## config.mk

```make
export PLATFORM = sky130hd
export DESIGN_NAME = bcdadj_unit
export DESIGN_NICKNAME = d
export VERILOG_FILES = /design/src/design/bcdadj_pkg.sv /design/src/design/bcdadj_divider.sv /design/src/design/bcdadj_unit.sv
export SDC_FILE = /design/constraint.sdc
export NUM_CORES = 1
export LEC_CHECK = 0
export ABC_AREA = 1
export BUFFER_PORTS_ARGS = -buffer_cell sky130_fd_sc_hd__buf_2
export CORE_ASPECT_RATIO = 0.9
export CORE_MARGIN = 1
export CORE_UTILIZATION = 40
export CTS_BUF_LIST = sky130_fd_sc_hd__clkbuf_16
export CTS_CLUSTER_SIZE = 20
export DETAILED_ROUTE_END_ITERATION = 7
export SYNTH_ARGS = -nofsm -noshare
export SYNTH_HDL_FRONTEND = slang
export SYNTH_HIERARCHICAL = 1
export SYNTH_SLANG_ARGS = --single-unit
```

## constraint.sdc

```tcl
create_clock -name mclk -period 6.5 [get_ports mclk]
set_clock_uncertainty 0.1 [all_clocks]
set_input_delay 0.65 -clock mclk [delete_from_list [all_inputs] [get_ports mclk]]
set_output_delay 0.65 -clock mclk [all_outputs]
set_load 0.01 [all_outputs]
```

## src/design/bcdadj_pkg.sv

```systemverilog
package bcdadj_pkg;
    localparam logic [7:0] OPC_ADD_ADJ = 8'h37;
    localparam logic [7:0] OPC_SUB_ADJ = 8'h3F;
    localparam logic [7:0] OPC_MUL_ADJ = 8'hD4;
    localparam logic [7:0] OPC_DIV_ADJ = 8'hD5;
    localparam logic [7:0] IMM_DEFAULT = 8'h0A;
    localparam logic [3:0] NIBBLE_LIMIT = 4'h9;
    localparam logic [7:0] DECIMAL_FIX = 8'h06;
    localparam logic [7:0] LOW_NIBBLE_MASK = 8'h0F;
    localparam logic [7:0] BYTE_MASK = 8'hFF;
    localparam logic [7:0] HIGH_CLEAR = 8'h00;
    localparam int DIV_WIDTH = 8;
    localparam int DIV_CYCLES = DIV_WIDTH;
    localparam logic [4:0] FLAG_RESET = 5'h00;

    typedef enum logic [4:0] {
        BCDADJ_OP_NONE = 5'b00001,
        BCDADJ_OP_ADD = 5'b00010,
        BCDADJ_OP_SUB = 5'b00100,
        BCDADJ_OP_MUL = 5'b01000,
        BCDADJ_OP_DIV = 5'b10000
    } bcdadj_op_t;

    typedef enum logic [2:0] {
        BCDADJ_IDLE = 3'b001,
        BCDADJ_DIVIDE = 3'b010,
        BCDADJ_DONE = 3'b100
    } bcdadj_state_t;
endpackage : bcdadj_pkg

```

## src/design/bcdadj_divider.sv

```systemverilog
module bcdadj_divider #(
    parameter int WIDTH = 8
) (
    input wire logic mclk,
    input wire logic rst_b,
    input wire logic start,
    input wire logic [WIDTH-1:0] dividend,
    input wire logic [WIDTH-1:0] divisor,
    output logic busy,
    output logic [WIDTH-1:0] quotient,
    output logic [WIDTH-1:0] remainder
);
    import bcdadj_pkg::*;

    logic [WIDTH-1:0] div_reg;
    logic [$clog2(WIDTH+1)-1:0] count;
    logic [WIDTH:0] trial;

    // Restoring division, one quotient bit a cycle
    always_comb begin
        trial = {remainder, quotient[WIDTH-1]} - {1'b0, div_reg};
    end

    always_ff @(posedge mclk) begin
        if (!rst_b) begin
            busy <= 1'b0;
            count <= '0;
            quotient <= '0;
            remainder <= '0;
            div_reg <= '0;
        end else if (start) begin
            busy <= 1'b1;
            count <= ($clog2(WIDTH+1))'(WIDTH);
            quotient <= dividend;
            remainder <= '0;
            div_reg <= divisor;
        end else if (busy) begin
            if (trial[WIDTH]) begin
                remainder <= {remainder[WIDTH-2:0], quotient[WIDTH-1]};
                quotient <= {quotient[WIDTH-2:0], 1'b0};
            end else begin
                remainder <= trial[WIDTH-1:0];
                quotient <= {quotient[WIDTH-2:0], 1'b1};
            end
            count <= count - 1'b1;
            if (count == 1) begin
                busy <= 1'b0;
            end
        end
    end
endmodule : bcdadj_divider

```

## src/design/bcdadj_unit.sv

```systemverilog
// Overview of operation
// RQ1 - Add adjust: low nibble over 9 or aux carry adds 6, high+1, sets both carries.
// RQ2 - Add adjust without decimal carry clears both carries, high byte unchanged.
// RQ3 - Add adjust always clears bits 4 to 7 of the low byte.
// RQ4 - After add/subtract adjust, overflow, sign, zero, parity may take any value.
// RQ5 - Opcode 37 selects add adjust on the low byte.
// RQ6 - Opcode D5 selects divide adjust on the whole word.
// RQ7 - Divide adjust: low = (low + high*imm) masked FFH, high = 00H.
// RQ8 - Multiplier or divisor is the second instruction byte, any value honoured.
// RQ9 - Divide adjust sets sign, zero, parity from result byte.
// RQ10 - Opcode D4 selects multiply adjust on the word.
// RQ11 - Multiply adjust: high = low / imm, low = low mod imm.
// RQ12 - Multiply adjust sets sign, zero, parity from result.
// RQ13 - Opcode 3F selects subtract adjust on the low byte.
// RQ14 - Subtract adjust: nibble over 9 or aux carry subtracts 6, high-1, sets carries.
// RQ15 - Subtract adjust without borrow clears both carries, high byte unchanged.
// RQ16 - Subtract adjust always clears the low byte's upper nibble.
// RQ17 - Multiply adjust with zero immediate raises divide error, no quotient.
module bcdadj_unit #(
    parameter int WIDTH = bcdadj_pkg::DIV_WIDTH
) (
    input wire logic mclk,
    input wire logic rst_b,
    input wire logic issue_valid,
    output logic issue_ready,
    input wire logic [7:0] opcode_byte,
    input wire logic [7:0] immediate_byte_operand,
    input wire logic [7:0] accumulator_low_byte,
    input wire logic [7:0] accumulator_high_byte,
    input wire logic auxiliary_carry_flag,
    output logic result_valid,
    output logic [7:0] result_low_byte,
    output logic [7:0] result_high_byte,
    output logic carry_flag,
    output logic auxiliary_carry_out,
    output logic overflow_flag,
    output logic sign_flag,
    output logic zero_flag,
    output logic parity_flag,
    output logic divide_error,
    output logic unknown_opcode
);
    import bcdadj_pkg::*;

    bcdadj_state_t state;
    bcdadj_op_t next_op;
    logic [7:0] next_low;
    logic [7:0] next_high;
    logic next_carry;
    logic [15:0] product;
    logic dec_adjust;
    logic div_start;
    logic div_busy;
    logic [WIDTH-1:0] div_quot;
    logic [WIDTH-1:0] div_rem;

    // Candidate results, one set each for add, subtract and divide adjust
    logic [7:0] add_low;
    logic [7:0] add_high;
    logic [7:0] sub_low;
    logic [7:0] sub_high;
    logic [7:0] div_low;
    // Handshake terms
    logic take;
    logic mul_finish;

    // Even parity over the low byte of a result
    function automatic logic parity_of(input logic [7:0] value);
        parity_of = ~^value;
    endfunction : parity_of

    // Nibble test shared by add and subtract adjust
    function automatic logic needs_adjust(input logic [7:0] value, input logic aux);
        needs_adjust = (value[3:0] > NIBBLE_LIMIT) || aux;
    endfunction : needs_adjust

    // Instructions that complete in the cycle after they are taken
    function automatic logic writes_now(input bcdadj_op_t op);
        case (op)
            BCDADJ_OP_ADD, BCDADJ_OP_SUB, BCDADJ_OP_DIV: writes_now = 1'b1;
            default: writes_now = 1'b0;
        endcase
    endfunction : writes_now

    // Sign, zero and parity of a result byte
    function automatic logic [2:0] flags_of(input logic [7:0] value);
        flags_of = {value[7], value == 8'h00, parity_of(value)};
    endfunction : flags_of

    always_comb begin
        case (opcode_byte)
            OPC_ADD_ADJ: next_op = BCDADJ_OP_ADD; // [RQ5]
            OPC_SUB_ADJ: next_op = BCDADJ_OP_SUB; // [RQ13]
            OPC_MUL_ADJ: next_op = BCDADJ_OP_MUL; // [RQ10]
            OPC_DIV_ADJ: next_op = BCDADJ_OP_DIV; // [RQ6]
            default: next_op = BCDADJ_OP_NONE;
        endcase
    end

    // Shared terms: the nibble test and the divide-adjust product
    always_comb begin
        dec_adjust = needs_adjust(accumulator_low_byte, auxiliary_carry_flag);
        product = accumulator_high_byte * immediate_byte_operand; // [RQ8]
    end

    // Add adjust path
    always_comb begin
        add_low = accumulator_low_byte;
        add_high = accumulator_high_byte;
        if (dec_adjust) begin
            add_low = accumulator_low_byte + DECIMAL_FIX; // [RQ1]
            add_high = accumulator_high_byte + 8'h01; // [RQ1]
        end
        // Otherwise high byte kept and carries cleared [RQ2]
        add_low = add_low & LOW_NIBBLE_MASK; // [RQ3]
    end

    // Subtract adjust path; a borrow out of the high byte wraps as the register would
    always_comb begin
        sub_low = accumulator_low_byte;
        sub_high = accumulator_high_byte;
        if (dec_adjust) begin
            sub_low = accumulator_low_byte - DECIMAL_FIX; // [RQ14]
            sub_high = accumulator_high_byte - 8'h01; // [RQ14]
        end
        // Otherwise high byte kept and carries cleared [RQ15]
        sub_low = sub_low & LOW_NIBBLE_MASK; // [RQ16]
    end

    // Divide adjust path: only the low byte of the product can reach the result
    always_comb begin
        div_low = (accumulator_low_byte + product[7:0]) & BYTE_MASK; // [RQ7]
    end

    // Select the path of the decoded instruction; for add and subtract both carries follow the nibble test
    always_comb begin
        next_low = accumulator_low_byte;
        next_high = accumulator_high_byte;
        next_carry = 1'b0;
        case (next_op)
            BCDADJ_OP_ADD: begin
                next_low = add_low;
                next_high = add_high;
                next_carry = dec_adjust; // [RQ1] [RQ2]
            end
            BCDADJ_OP_SUB: begin
                next_low = sub_low;
                next_high = sub_high;
                next_carry = dec_adjust; // [RQ14] [RQ15]
            end
            BCDADJ_OP_DIV: begin
                next_low = div_low;
                next_high = HIGH_CLEAR; // [RQ7]
            end
            default: begin
                next_low = accumulator_low_byte;
                next_high = accumulator_high_byte;
            end
        endcase
    end

    // Multiply adjust with nonzero divisor goes through the serial divider
    assign issue_ready = (state == BCDADJ_IDLE);
    assign take = issue_valid && issue_ready;
    assign div_start = take && (next_op == BCDADJ_OP_MUL)
        && (immediate_byte_operand != 8'h00); // [RQ17]
    // The divider drops busy one cycle before the result registers load
    assign mul_finish = (state == BCDADJ_DIVIDE) && !div_busy;

    bcdadj_divider #(
        .WIDTH(WIDTH)
    ) u_divider (
        .mclk(mclk),
        .rst_b(rst_b),
        .start(div_start),
        .dividend(accumulator_low_byte),
        .divisor(immediate_byte_operand), // [RQ8]
        .busy(div_busy),
        .quotient(div_quot),
        .remainder(div_rem)
    );

    always_ff @(posedge mclk) begin
        if (!rst_b) begin
            state <= BCDADJ_IDLE;
        end else begin
            case (state)
                BCDADJ_IDLE: begin
                    if (div_start) begin
                        state <= BCDADJ_DIVIDE;
                    end
                end
                BCDADJ_DIVIDE: begin
                    if (!div_busy) begin
                        state <= BCDADJ_DONE;
                    end
                end
                BCDADJ_DONE: state <= BCDADJ_IDLE;
                default: state <= BCDADJ_IDLE;
            endcase
        end
    end

    // Result strobe: one cycle for each instruction that writes the accumulator
    always_ff @(posedge mclk) begin
        if (!rst_b) begin
            result_valid <= 1'b0;
        end else if (mul_finish) begin
            result_valid <= 1'b1;
        end else if (take) begin
            result_valid <= writes_now(next_op);
        end else begin
            result_valid <= 1'b0;
        end
    end

    // Result bytes hold until the next result replaces them
    always_ff @(posedge mclk) begin
        if (!rst_b) begin
            result_low_byte <= 8'h00;
            result_high_byte <= 8'h00;
        end else if (mul_finish) begin
            result_high_byte <= div_quot[7:0]; // [RQ11]
            result_low_byte <= div_rem[7:0]; // [RQ11]
        end else if (take && writes_now(next_op)) begin
            result_low_byte <= next_low; // [RQ3] [RQ7] [RQ16]
            result_high_byte <= next_high; // [RQ1] [RQ2] [RQ7] [RQ14] [RQ15]
        end
    end

    // Carry pair means something only after add and subtract adjust; cleared by divide and multiply adjust results, held otherwise
    always_ff @(posedge mclk) begin
        if (!rst_b) begin
            {carry_flag, auxiliary_carry_out} <= FLAG_RESET[4:3];
        end else if (mul_finish) begin
            carry_flag <= 1'b0;
            auxiliary_carry_out <= 1'b0;
        end else if (take) begin
            case (next_op)
                BCDADJ_OP_ADD, BCDADJ_OP_SUB: begin
                    carry_flag <= next_carry; // [RQ1] [RQ2] [RQ14] [RQ15]
                    auxiliary_carry_out <= next_carry; // [RQ1] [RQ2] [RQ14] [RQ15]
                end
                BCDADJ_OP_DIV: begin
                    carry_flag <= 1'b0;
                    auxiliary_carry_out <= 1'b0;
                end
                default: begin
                    carry_flag <= carry_flag;
                    auxiliary_carry_out <= auxiliary_carry_out;
                end
            endcase
        end
    end

    // Overflow is undefined after every adjust and is driven low [RQ4]
    always_ff @(posedge mclk) begin
        if (!rst_b) begin
            overflow_flag <= 1'b0;
        end else if (mul_finish || (take && writes_now(next_op))) begin
            overflow_flag <= 1'b0;
        end
    end

    // Sign, zero and parity follow the new low byte; for add and subtract this is a free choice
    always_ff @(posedge mclk) begin
        if (!rst_b) begin
            {sign_flag, zero_flag, parity_flag} <= FLAG_RESET[2:0];
        end else if (mul_finish) begin
            {sign_flag, zero_flag, parity_flag} <= flags_of(div_rem[7:0]); // [RQ12]
        end else if (take) begin
            case (next_op)
                BCDADJ_OP_ADD, BCDADJ_OP_SUB: begin
                    {sign_flag, zero_flag, parity_flag} <= flags_of(next_low); // [RQ4]
                end
                BCDADJ_OP_DIV: begin
                    {sign_flag, zero_flag, parity_flag} <= flags_of(next_low); // [RQ9]
                end
                default: begin
                    {sign_flag, zero_flag, parity_flag} <= {sign_flag, zero_flag, parity_flag};
                end
            endcase
        end
    end

    // Zero divisor: no quotient is formed, the error pulses instead
    always_ff @(posedge mclk) begin
        if (!rst_b) begin
            divide_error <= 1'b0;
        end else begin
            divide_error <= take && (next_op == BCDADJ_OP_MUL)
                && (immediate_byte_operand == 8'h00); // [RQ17]
        end
    end

    // Opcodes outside the four adjusts are flagged and leave every result untouched
    always_ff @(posedge mclk) begin
        if (!rst_b) begin
            unknown_opcode <= 1'b0;
        end else begin
            unknown_opcode <= take && (next_op == BCDADJ_OP_NONE);
        end
    end
endmodule : bcdadj_unit

```

==> results of run 1 <==
[cells in the final DEF (no fill, tap or decap), drive strengths merged, types with 2 or more instances in the layout]
| cell type | netlist | routed |
|---|---|---|
| a21o | 2 | 2 |
| a21oi | 41 | 41 |
| a22oi | 3 | 3 |
| a31oi | 6 | 6 |
| and2 | 2 | 2 |
| buf | 10 | 61 |
| clkbuf | 14 | 5 |
| clkinv | 3 | 4 |
| dfxtp | 55 | 55 |
| fa | 19 | 19 |
| ha | 39 | 39 |
| inv | 161 | 163 |
| nand2 | 204 | 204 |
| nand3 | 48 | 48 |
| nand3b | 6 | 6 |
| nand4 | 13 | 13 |
| nor2 | 46 | 46 |
| nor3 | 9 | 9 |
| nor4 | 4 | 4 |
| o211ai | 12 | 12 |
| o21ai | 35 | 35 |
| o22ai | 3 | 3 |
| or2 | 3 | 3 |
| xnor2 | 2 | 2 |
| xor2 | 9 | 9 |
[worst min path at each step]
stage                                                   to  cells after the start                                from  slack [ps]
final                               sign_flag$_SDFFE_PN0P_                      2              sign_flag$_SDFFE_PN0P_         360
after global routing                sign_flag$_SDFFE_PN0P_                      2              sign_flag$_SDFFE_PN0P_         380
after CTS                           sign_flag$_SDFFE_PN0P_                      2              sign_flag$_SDFFE_PN0P_         360
after detailed placement            sign_flag$_SDFFE_PN0P_                      2              sign_flag$_SDFFE_PN0P_         350
after global placement              sign_flag$_SDFFE_PN0P_                      2              sign_flag$_SDFFE_PN0P_         350
after floorplan           result_high_byte[7]$_SDFFE_PN0P_                      2  u_divider/quotient[7]$_SDFFE_PN0P_         330
[worst max-delay path, stage by stage]
cell	delay (ps)
buf_2	240
nand2_1	110
fa_1	470
fa_1	510
inv_1	50
fa_1	490
inv_1	60
fa_1	530
inv_1	40
ha_1	320
a21oi_1	140
nand2_1	80
inv_1	60
nand2_1	70
nand2_1	70
nand2_1	50
nand2_1	70
inv_1	40
nand2_1	50
nand3_1	90
nand2_1	90
inv_1	40
ha_1	270
xor2_1	160
a21oi_1	130
o21ai_0	110
a31oi_1	160
[report_power, final]
group          internal, uW  switching (uW)  leakage (uW)
clock                   145             131     0.0000746
sequential              340            1.85      0.000443
combinational           111             187       0.00238
total                   597             319       0.00289
[synth_stat cells, types with 2 or more instances]
cell and instances:
nand2_1 194, inv_1 156, dfxtp_1 55, nand3_1 46, nor2_1 43, ha_1 39, a21oi_1 38, o21ai_0 35
fa_1 19, clkbuf_1 13, nand4_1 12, o211ai_1 12, xor2_1 9, buf_2 7, a31oi_1 6, nand2_2 6
nand3b_1 6, inv_2 5, nor3_1 5, nor3_2 4, nor4_1 4, a22oi_1 3, nand2_4 3, o22ai_1 3
a21o_1 2, a21oi_2 2, and2_1 2, buf_4 2, clkinv_1 2, nor2_2 2, or2_2 2, xnor2_1 2
[layout make-up]
type / instances / area (um^2) / share of cell area, %
Clock buffer: 5 / 125 / 2.26
Clock inverter: 3 / 22.5 / 0.406
Inverter: 164 / 621 / 11.2
Multi-Input combinational cell: 519 / 3170 / 57.1
Sequential cell: 55 / 1100 / 19.8
Tap cell: 160 / 200 / 3.61
Timing Repair Buffer: 61 / 308 / 5.55
[layer usage]
| metal | GRT usage [%] | wire length (um) | vias to the layer above |
|---|---|---|---|
| met1 | 32.9 | 7160 | 2300 |
| met4 | 4.82 | 202 | 0 |
| li1 | - | - | 2485 |
| met2 | 37.5 | 6370 | 126 |
| met5 | 0 | 0 | - |
| met3 | 3.53 | 762 | 15 |
[logic make-up (layout without fill, tap and decap cells)]
| group | Yosys count | in the layout | synth area share [%] |
|---|---|---|---|
| simple gates | 336 | 336 | 30.4 |
| buf+inv | 188 | 233 | 14.8 |
| compound gates | 112 | 112 | 13.3 |
| fa+ha+maj | 58 | 58 | 17.3 |
| flops | 55 | 55 | 22.0 |
| xor+xnor | 11 | 11 | 1.92 |
| other cells | 1 | 1 | 0.0748 |
| mux | 1 | 1 | 0.200 |
[per-stage QoR]
stage                     cells  setup WS (ps)  hold slack (ps)  util, %
after floorplan             762           1500              326        -
after global placement      959           1300              354     44.5
after detailed placement    959           1170              353     44.5
after CTS                   967           1510              365     45.8
after global routing        967           1110              384     45.8
final                       967           1470              362     45.8
==> results.tsv, run 1 <==
metric	value	unit
p_leak	0.00289	uW
totalPowerFinal	916	uW
detail_route.vias_per_cell	5.09	
synth_top_area_cell	dfxtp_1	
grt_pass1_vias	4668	
avgSynthCellArea	6.58	um^2
min_period	5030	ps
ys_warn_count	6	
maxSlewViolCount	0	
endpoint	parity_flag$_SDFFE_PN0P_	
cts.sinks	55	
yosys-top-cells-area	dfxtp_1 (22%), nand2_1 (15%), inv_1 (12%), ha_1 (9.7%), fa_1 (7.6%)	
rows	38	
grtUsageTotal	23.3	%
cts_buffer_depth	2	
finalInstanceArea	5550	um^2
rsz0062_at_grt	false	
crit_fanout	11	
die-area	13000	um^2
layout.nets	900	
antenna_found_initial	0	
path_clk_slew	70	ps
critPathCaptureType	flip-flop	
syn-num-nets	856	
wire_per_inst	15.0	um
start_util	41.4	%
cts_tree	built	
die_y	108	um
diodes	0	
holdCritPathClass	flip-flop to flip-flop	
h-tree-depth	2	
postCtsSetupBuffers	0	
finalCritPeriodShare	77.4	%
crit_start	immediate_byte_operand[0]	
place_area	5400	um^2
dr_total_vias	4926	
grt_pass1_wl	23700	um
postCtsHoldBufs	0	
yosysTopAreaCellShare	22.0	%
drt_pass1_iterations	5	
outcome	finished clean	
io_buffer_count	60	
async_reset_ff_share	0	%
worstSetupStartpointType	input pin	
finalWirelength	14500	um
synth-edff-count	0	
post-route-drc-count	0	
p_per_area	165	nW/um^2
core	12100	um^2
cts.repair.resized	0	
num_io_pins	62	
grt_overflow	0	
area_delta_synth_final	10.6	%
first_iter_violations	340	
rr_endpoint	result_high_byte[4]$_SDFFE_PN0P_	
num-fill-cells	1311	
synth-seq-cells	55	
relSlewSlack	50.8	%
ys_seq_area_share	22.0	%
r2r_cells	8	
dp_hpwl	11600	um
synthFlopType	dfxtp_1	
finalHoldViolations	0	
setup_tns	0	ps
worst_slew_pin_slew	734	ps
syn_area	5020	um^2
synth.distinct_cells	55	
max_freq	199	MHz
crit_type	input pin to flip-flop	
worst_ep_required_time	6630	ps
synthCells	762	
vdd_drop_max	0.127	mV
drv_cap	0	
rrSetupSlack	3790	ps
r2r-start	u_divider/busy$_SDFF_PN0_	
place_congestion	0.892	
ant_nets	0	
fp.dieW	120	um
grt_max_degree	30	
cts_root_buf	clkbuf_16	
numCtsBuffers	5	
finalSetupViolCount	0	
cp.arrival	5160	ps
clock_latency	300	ps
layout-drive-gt1-share	12.5	%
(Power assumes the default switching activity.)
==> run 2, diff against run 1 <==
Clock period 6.5 ns to 4.4 ns, I/O delays scaled along.
==> results.tsv, run 2 (synthesis gave the netlist of run 1 again) <==
metric	value	unit
detail_route.vias_per_cell	5.07	
setup_tns	0	ps
antenna_found_initial	0	
grt_max_degree	30	
grt_pass1_vias	4809	
layout.nets	944	
multiInputGateArea	3270	um^2
first_iter_violations	266	
worstSetupStartpointType	input pin	
layout_commonest_cell	nand2_1	
grtUsageTotal	22.8	%
ant_nets	0	
path_clk_slew	70	ps
seqCellArea	1100	um^2
crit_type	input pin to flip-flop	
crit_start	accumulator_high_byte[5]	
die-area	13000	um^2
diodes	0	
wire_per_inst	14.2	um
drv_cap	0	
finalHoldViolations	0	
layout_common_cells	nand2_1 (187), inv_1 (150), dfxtp_1 (55)	
drt_pass1_iterations	5	
area_delta_synth_final	20.6	%
io_buffer_count	60	
numCtsBuffers	5	
place_congestion	0.887	
clock_latency	300	ps
h-tree-depth	2	
worst_slew_pin_slew	666	ps
num-fill-cells	1258	
maxSlewViolCount	0	
worst_ep_required_time	4530	ps
r2r-start	state[1]$_SDFFE_PN0P_	
rows	38	
dp_hpwl	11600	um
start_util	41.4	%
min_period	4390	ps
setup_ws	8.66	ps
p_leak	0.00313	uW
max_freq	228	MHz
vdd_drop_max	0.193	mV
fp.dieW	120	um
rsz0062_at_grt	true	
place_ws	-288	ps
die_y	108	um
num_io_pins	62	
cts_buffer_depth	2	
crit_fanout	4	
finalWirelength	14300	um
grt_pass1_wl	23300	um
grt_overflow	0	
critPathCaptureType	flip-flop	
holdCritStartpoint	opcode_byte[0]	
p_per_area	241	nW/um^2
layout-drive-gt1-share	20.0	%
outcome	finished clean	
post-route-drc-count	0	
hold_ws	364	ps
holdCritPathClass	input pin to flip-flop	
totalPowerFinal	1460	uW
finalSetupViolCount	0	
cts.sinks	55	
cp.arrival	4520	ps
finalCritPeriodShare	99.8	%
cts_tree	built	
relSlewSlack	55.5	%
core	12100	um^2
postCtsHoldBufs	0	
dr_total_vias	5126	
cts_root_buf	clkbuf_16	
==> run 2: cell count changes in the layout (fill, tap and decap cells not counted), moves of 6 or more <==
cell | previous run | this run
inv_2 | 5 | 11
buf_2 | 60 | 50
nand2_2 | 6 | 12
inv_1 | 156 | 150
nand2_1 | 194 | 187
buf_4 | 1 | 46
==> run 2: critical path: stages <==
cell     delay, ps
buf_12          90
nand2_4         50
fa_1           470
fa_1           530
inv_2           40
fa_1           510
inv_2           40
fa_1           520
inv_2           50
ha_4           220
a21oi_2        120
nand2_1         80
inv_1           70
nand2_2         50
nand2_1         60
nand2_1         40
nand2_1         70
inv_1           40
nand2_1         60
nand3_2         80
nand2_1         80
inv_2           40
ha_4           210
xor2_2         140
a21oi_1        130
o21ai_1         90
a31oi_1        180
==> run 2: repair_timing <==
item | in CTS | in global routing
endpoints found under the setup margin | 0 | 2
resized for setup | 0 | 41
setup buffers | 0 | 1
==> run 2: per-layer routing <==
layer  wire length, um  track usage, %
met4               294            5.89
met3               732            3.69
met5                 0               0
met2              6450            37.2
met1              6840            31.1
==> run 2: where the power goes <==
part	switching [uW]	leakage, uW	internal (uW)
clock network	187	0.0000742	213
logic	306	0.00261	247
registers	2.40	0.000443	503
==> run 2: final timing paths <==
check | to | cells after the start | slack, ps
worst min register to register | result_low_byte[0]$_SDFFE_PN0P_ | 2 | 370
worst max-delay path | parity_flag$_SDFFE_PN0P_ | 27 | 9
worst max register to register | result_high_byte[4]$_SDFFE_PN0P_ | 9 | 2150
worst min-delay path | divide_error$_SDFF_PN0_ | 4 | 360
==> run 2: layout make-up <==
cell class	count	share of cell area, %
Clock buffer	5	2.07
Clock inverter	3	0.372
Inverter	164	10.3
Multi-Input combinational cell	519	54.0
Sequential cell	55	18.2
Tap cell	160	3.31
Timing Repair Buffer	105	11.8
==> run 2: per-stage QoR <==
stage                     std cells  cell area, um^2  utilization, %
final                          1011             6050            49.9
after global routing           1011             6050            49.9
after CTS                      1010             5920            48.8
after detailed placement       1002             5770            47.6
after global placement         1002             5770            47.6
after floorplan                 762             5110               -
==> run 3, diff against run 2 <==
Settings changed: ABC_AREA 1 to default, CTS_CLUSTER_DIAMETER from default to 100.
==> results.tsv, run 3 <==
metric	value	unit
crit_type	input pin to flip-flop	
finalSetupViolCount	1	
yosys.area_share.adder	18.7	%
cp_slowest_stage_delay	500	ps
p_per_area	268	nW/um^2
finalHoldViolations	0	
clock_latency	300	ps
setup_tns	-150	ps
dr_total_vias	4066	
syn-num-nets	645	
first_iter_violations	327	
place_congestion	0.841	
cp.depth	19	
worst_slew_pin_slew	889	ps
finalCritPeriodShare	103	%
worstSetupStartpointType	input pin	
path_clk_slew	80	ps
seqCellArea	1100	um^2
place_area	5350	um^2
fin_util	50.9	%
synth_top_area_cell	dfxtp_1	
rr_endpoint	u_divider/remainder[6]$_SDFFE_PP0P_	
drt_pass1_iterations	4	
layout_common_cells	nand2_1 (57), dfxtp_1 (55), buf_2 (54)	
yosysTopAreaCellShare	23.8	%
ys_seq_area_share	23.8	%
yosys-top-cells-area	dfxtp_1 (24%), ha_1 (11%), fa_1 (8.2%), xnor2_1 (5.1%), inv_1 (4.9%)	
min_period	4550	ps
r2r_cells	9	
ant_nets	0	
grtUsageTotal	20.9	%
syn_area	4640	um^2
grt_pass1_wl	20000	um
worst_ep_required_time	4500	ps
synth-edff-count	0	
antenna_found_initial	0	
drv_cap	0	
area_delta_synth_final	21.1	%
avgSynthCellArea	8.41	um^2
p_leak	0.00237	uW
violations	negative setup slack	
async_reset_ff_share	0	%
setup_ws	-150	ps
synthMuxAreaShare	4.13	%
finalWirelength	12100	um
rsz0062_at_grt	true	
numCtsBuffers	5	
cts_root_buf	clkbuf_16	
cts_tree	built	
critical_path_buf_inv_count	4	
post-route-drc-count	0	
outcome	complete, but fails checks	
synthCells	551	
rows	36	
relSlewSlack	40.6	%
die-area	12000	um^2
layout_commonest_cell	nand2_1	
synth_top_family_by_area	simple AND/OR/NAND/NOR gates	
crit_chain	buf_2 -> nand2_1 -> fa_1 -> fa_1 -> inv_1 -> fa_1 -> inv_1 -> fa_1 -> inv_2 -> ha_4 -> a21oi_2 -> xnor3_1 -> xnor3_1 -> a22oi_2 -> ha_4 -> xnor2_2 -> xnor2_1 -> o211ai_1 -> and3_1	
start_util	42.0	%
holdCritStartpoint	immediate_byte_operand[0]	
h-tree-depth	2	
crit_fanout	2	
crit_path_frequent_cell	fa_1	
fp.dieW	115	um
min_path_cells	3	
num_io_pins	62	
synth_compound_area_share	16.1	%
detail_route.vias_per_cell	5.21	
layout.nets	722	
r2r-start	u_divider/quotient[7]$_SDFFE_PN0P_	
core	11000	um^2
die_y	104	um
cts.sinks	55	
place_ws	-603	ps
cts_buffer_depth	2	
critPathCaptureType	flip-flop	
synth_xor_area_share	8.56	%
synthSimpleGateAreaFrac	20.9	%
ys_warn_count	6	
num-fill-cells	1078	
synth-seq-cells	55	
synthFlopType	dfxtp_1	
diodes	0	
grt_max_degree	47	
holdCritPathClass	input pin to flip-flop	
holdPathEnd	u_divider/div_reg[0]$_SDFFE_PN0P_	
wl_met1	5790	um
cp.arrival	4650	ps
layout-drive-gt1-share	24.0	%
dp_hpwl	9720	um
finalInstanceArea	5610	um^2
max_freq	220	MHz
grt_overflow	0	
rrSetupSlack	1600	ps
wl_met2	5740	um
io_buffer_count	60	
maxSlewViolCount	0	
critPathTopFamily	adder cells	
synth.distinct_cells	72	
slowest_stage	fa_1	
synth_commonest_cells	inv_1 (61), nand2_1 (61), dfxtp_1 (55)	
top_layer_used	met4	
grt_pass1_vias	3987	
vdd_drop_max	0.167	mV
multiInputGateArea	3320	um^2
wire_per_inst	15.5	um
wl_met3	533	um
## run 3: changes by cell type after synthesis, moves of 7 or more
cell / change
nand2_1: -133
inv_1: -95
nand3_1: -37
nor2_1: -25
xnor2_1: +25
a21oi_1: -23
and2_1: +17
mux2i_1: +17
nor2b_1: +12
o211ai_1: -7
o21a_1: +7
## run 3: repair_timing
item	in CTS	in global routing
setup buffers	0	0
pin swaps	3	3
setup endpoints to repair	2	2
resized for setup	11	14
hold buffers	0	0
## run 3: kinds of logic after synthesis
kind of cell,count (synthesis)
compound gates,110
xor+xnor,40
fa+ha+maj,58
buf+inv,90
flops,55
mux,19
other cells,1
simple gates,178
## run 3: power breakdown
part	leakage [uW]	switching [uW]	internal, uW	total (uW)
combinational	0.00185	282	311	593
sequential	0.000443	0.921	499	500
clock	0.0000748	194	217	411
## run 3: worst max path at each step
stage,startpoint,to,slack [ps]
3_3_place_gp,immediate_byte_operand[0],parity_flag$_SDFFE_PN0P_,-500
3_5_place_dp,immediate_byte_operand[0],parity_flag$_SDFFE_PN0P_,-600
6_report,accumulator_high_byte[6],parity_flag$_SDFFE_PN0P_,-150
5_1_grt,accumulator_high_byte[6],parity_flag$_SDFFE_PN0P_,-310
2_1_floorplan,immediate_byte_operand[0],parity_flag$_SDFFE_PN0P_,-250
4_1_cts,accumulator_low_byte[3],parity_flag$_SDFFE_PN0P_,-200
## run 3: area by class of cell
type,count,share of cell area [%]
Timing Repair Buffer,99,11.2
Tap cell,152,3.39
Sequential cell,55,19.6
Inverter,61,4.08
Clock inverter,3,0.468
Clock buffer,5,2.23
Multi-Input combinational cell,406,59.1
## run 3: worst register-to-register path: cells and delay by family, from the launching register on
kind,cells,cell delay (ps)
flops,1,420
buf+inv,1,70
compound gates,4,710
fa+ha+maj,2,620
xor+xnor,1,560
simple gates,1,250
## run 3: stage by stage
stage	hold slack, ps	power [uW]	instances
after floorplan	359	884	551
after global placement	352	1070	773
after detailed placement	364	1080	773
after CTS	347	1500	781
after global routing	361	1600	781
final	353	1500	781
## run 3: routing by layer
metal | vias to the layer above | track usage (%)
met1 | 1926 | 28.9
met5 | - | 0
met2 | 88 | 35.2
li1 | 2045 | -
met4 | 0 | 2.69
met3 | 7 | 2.74
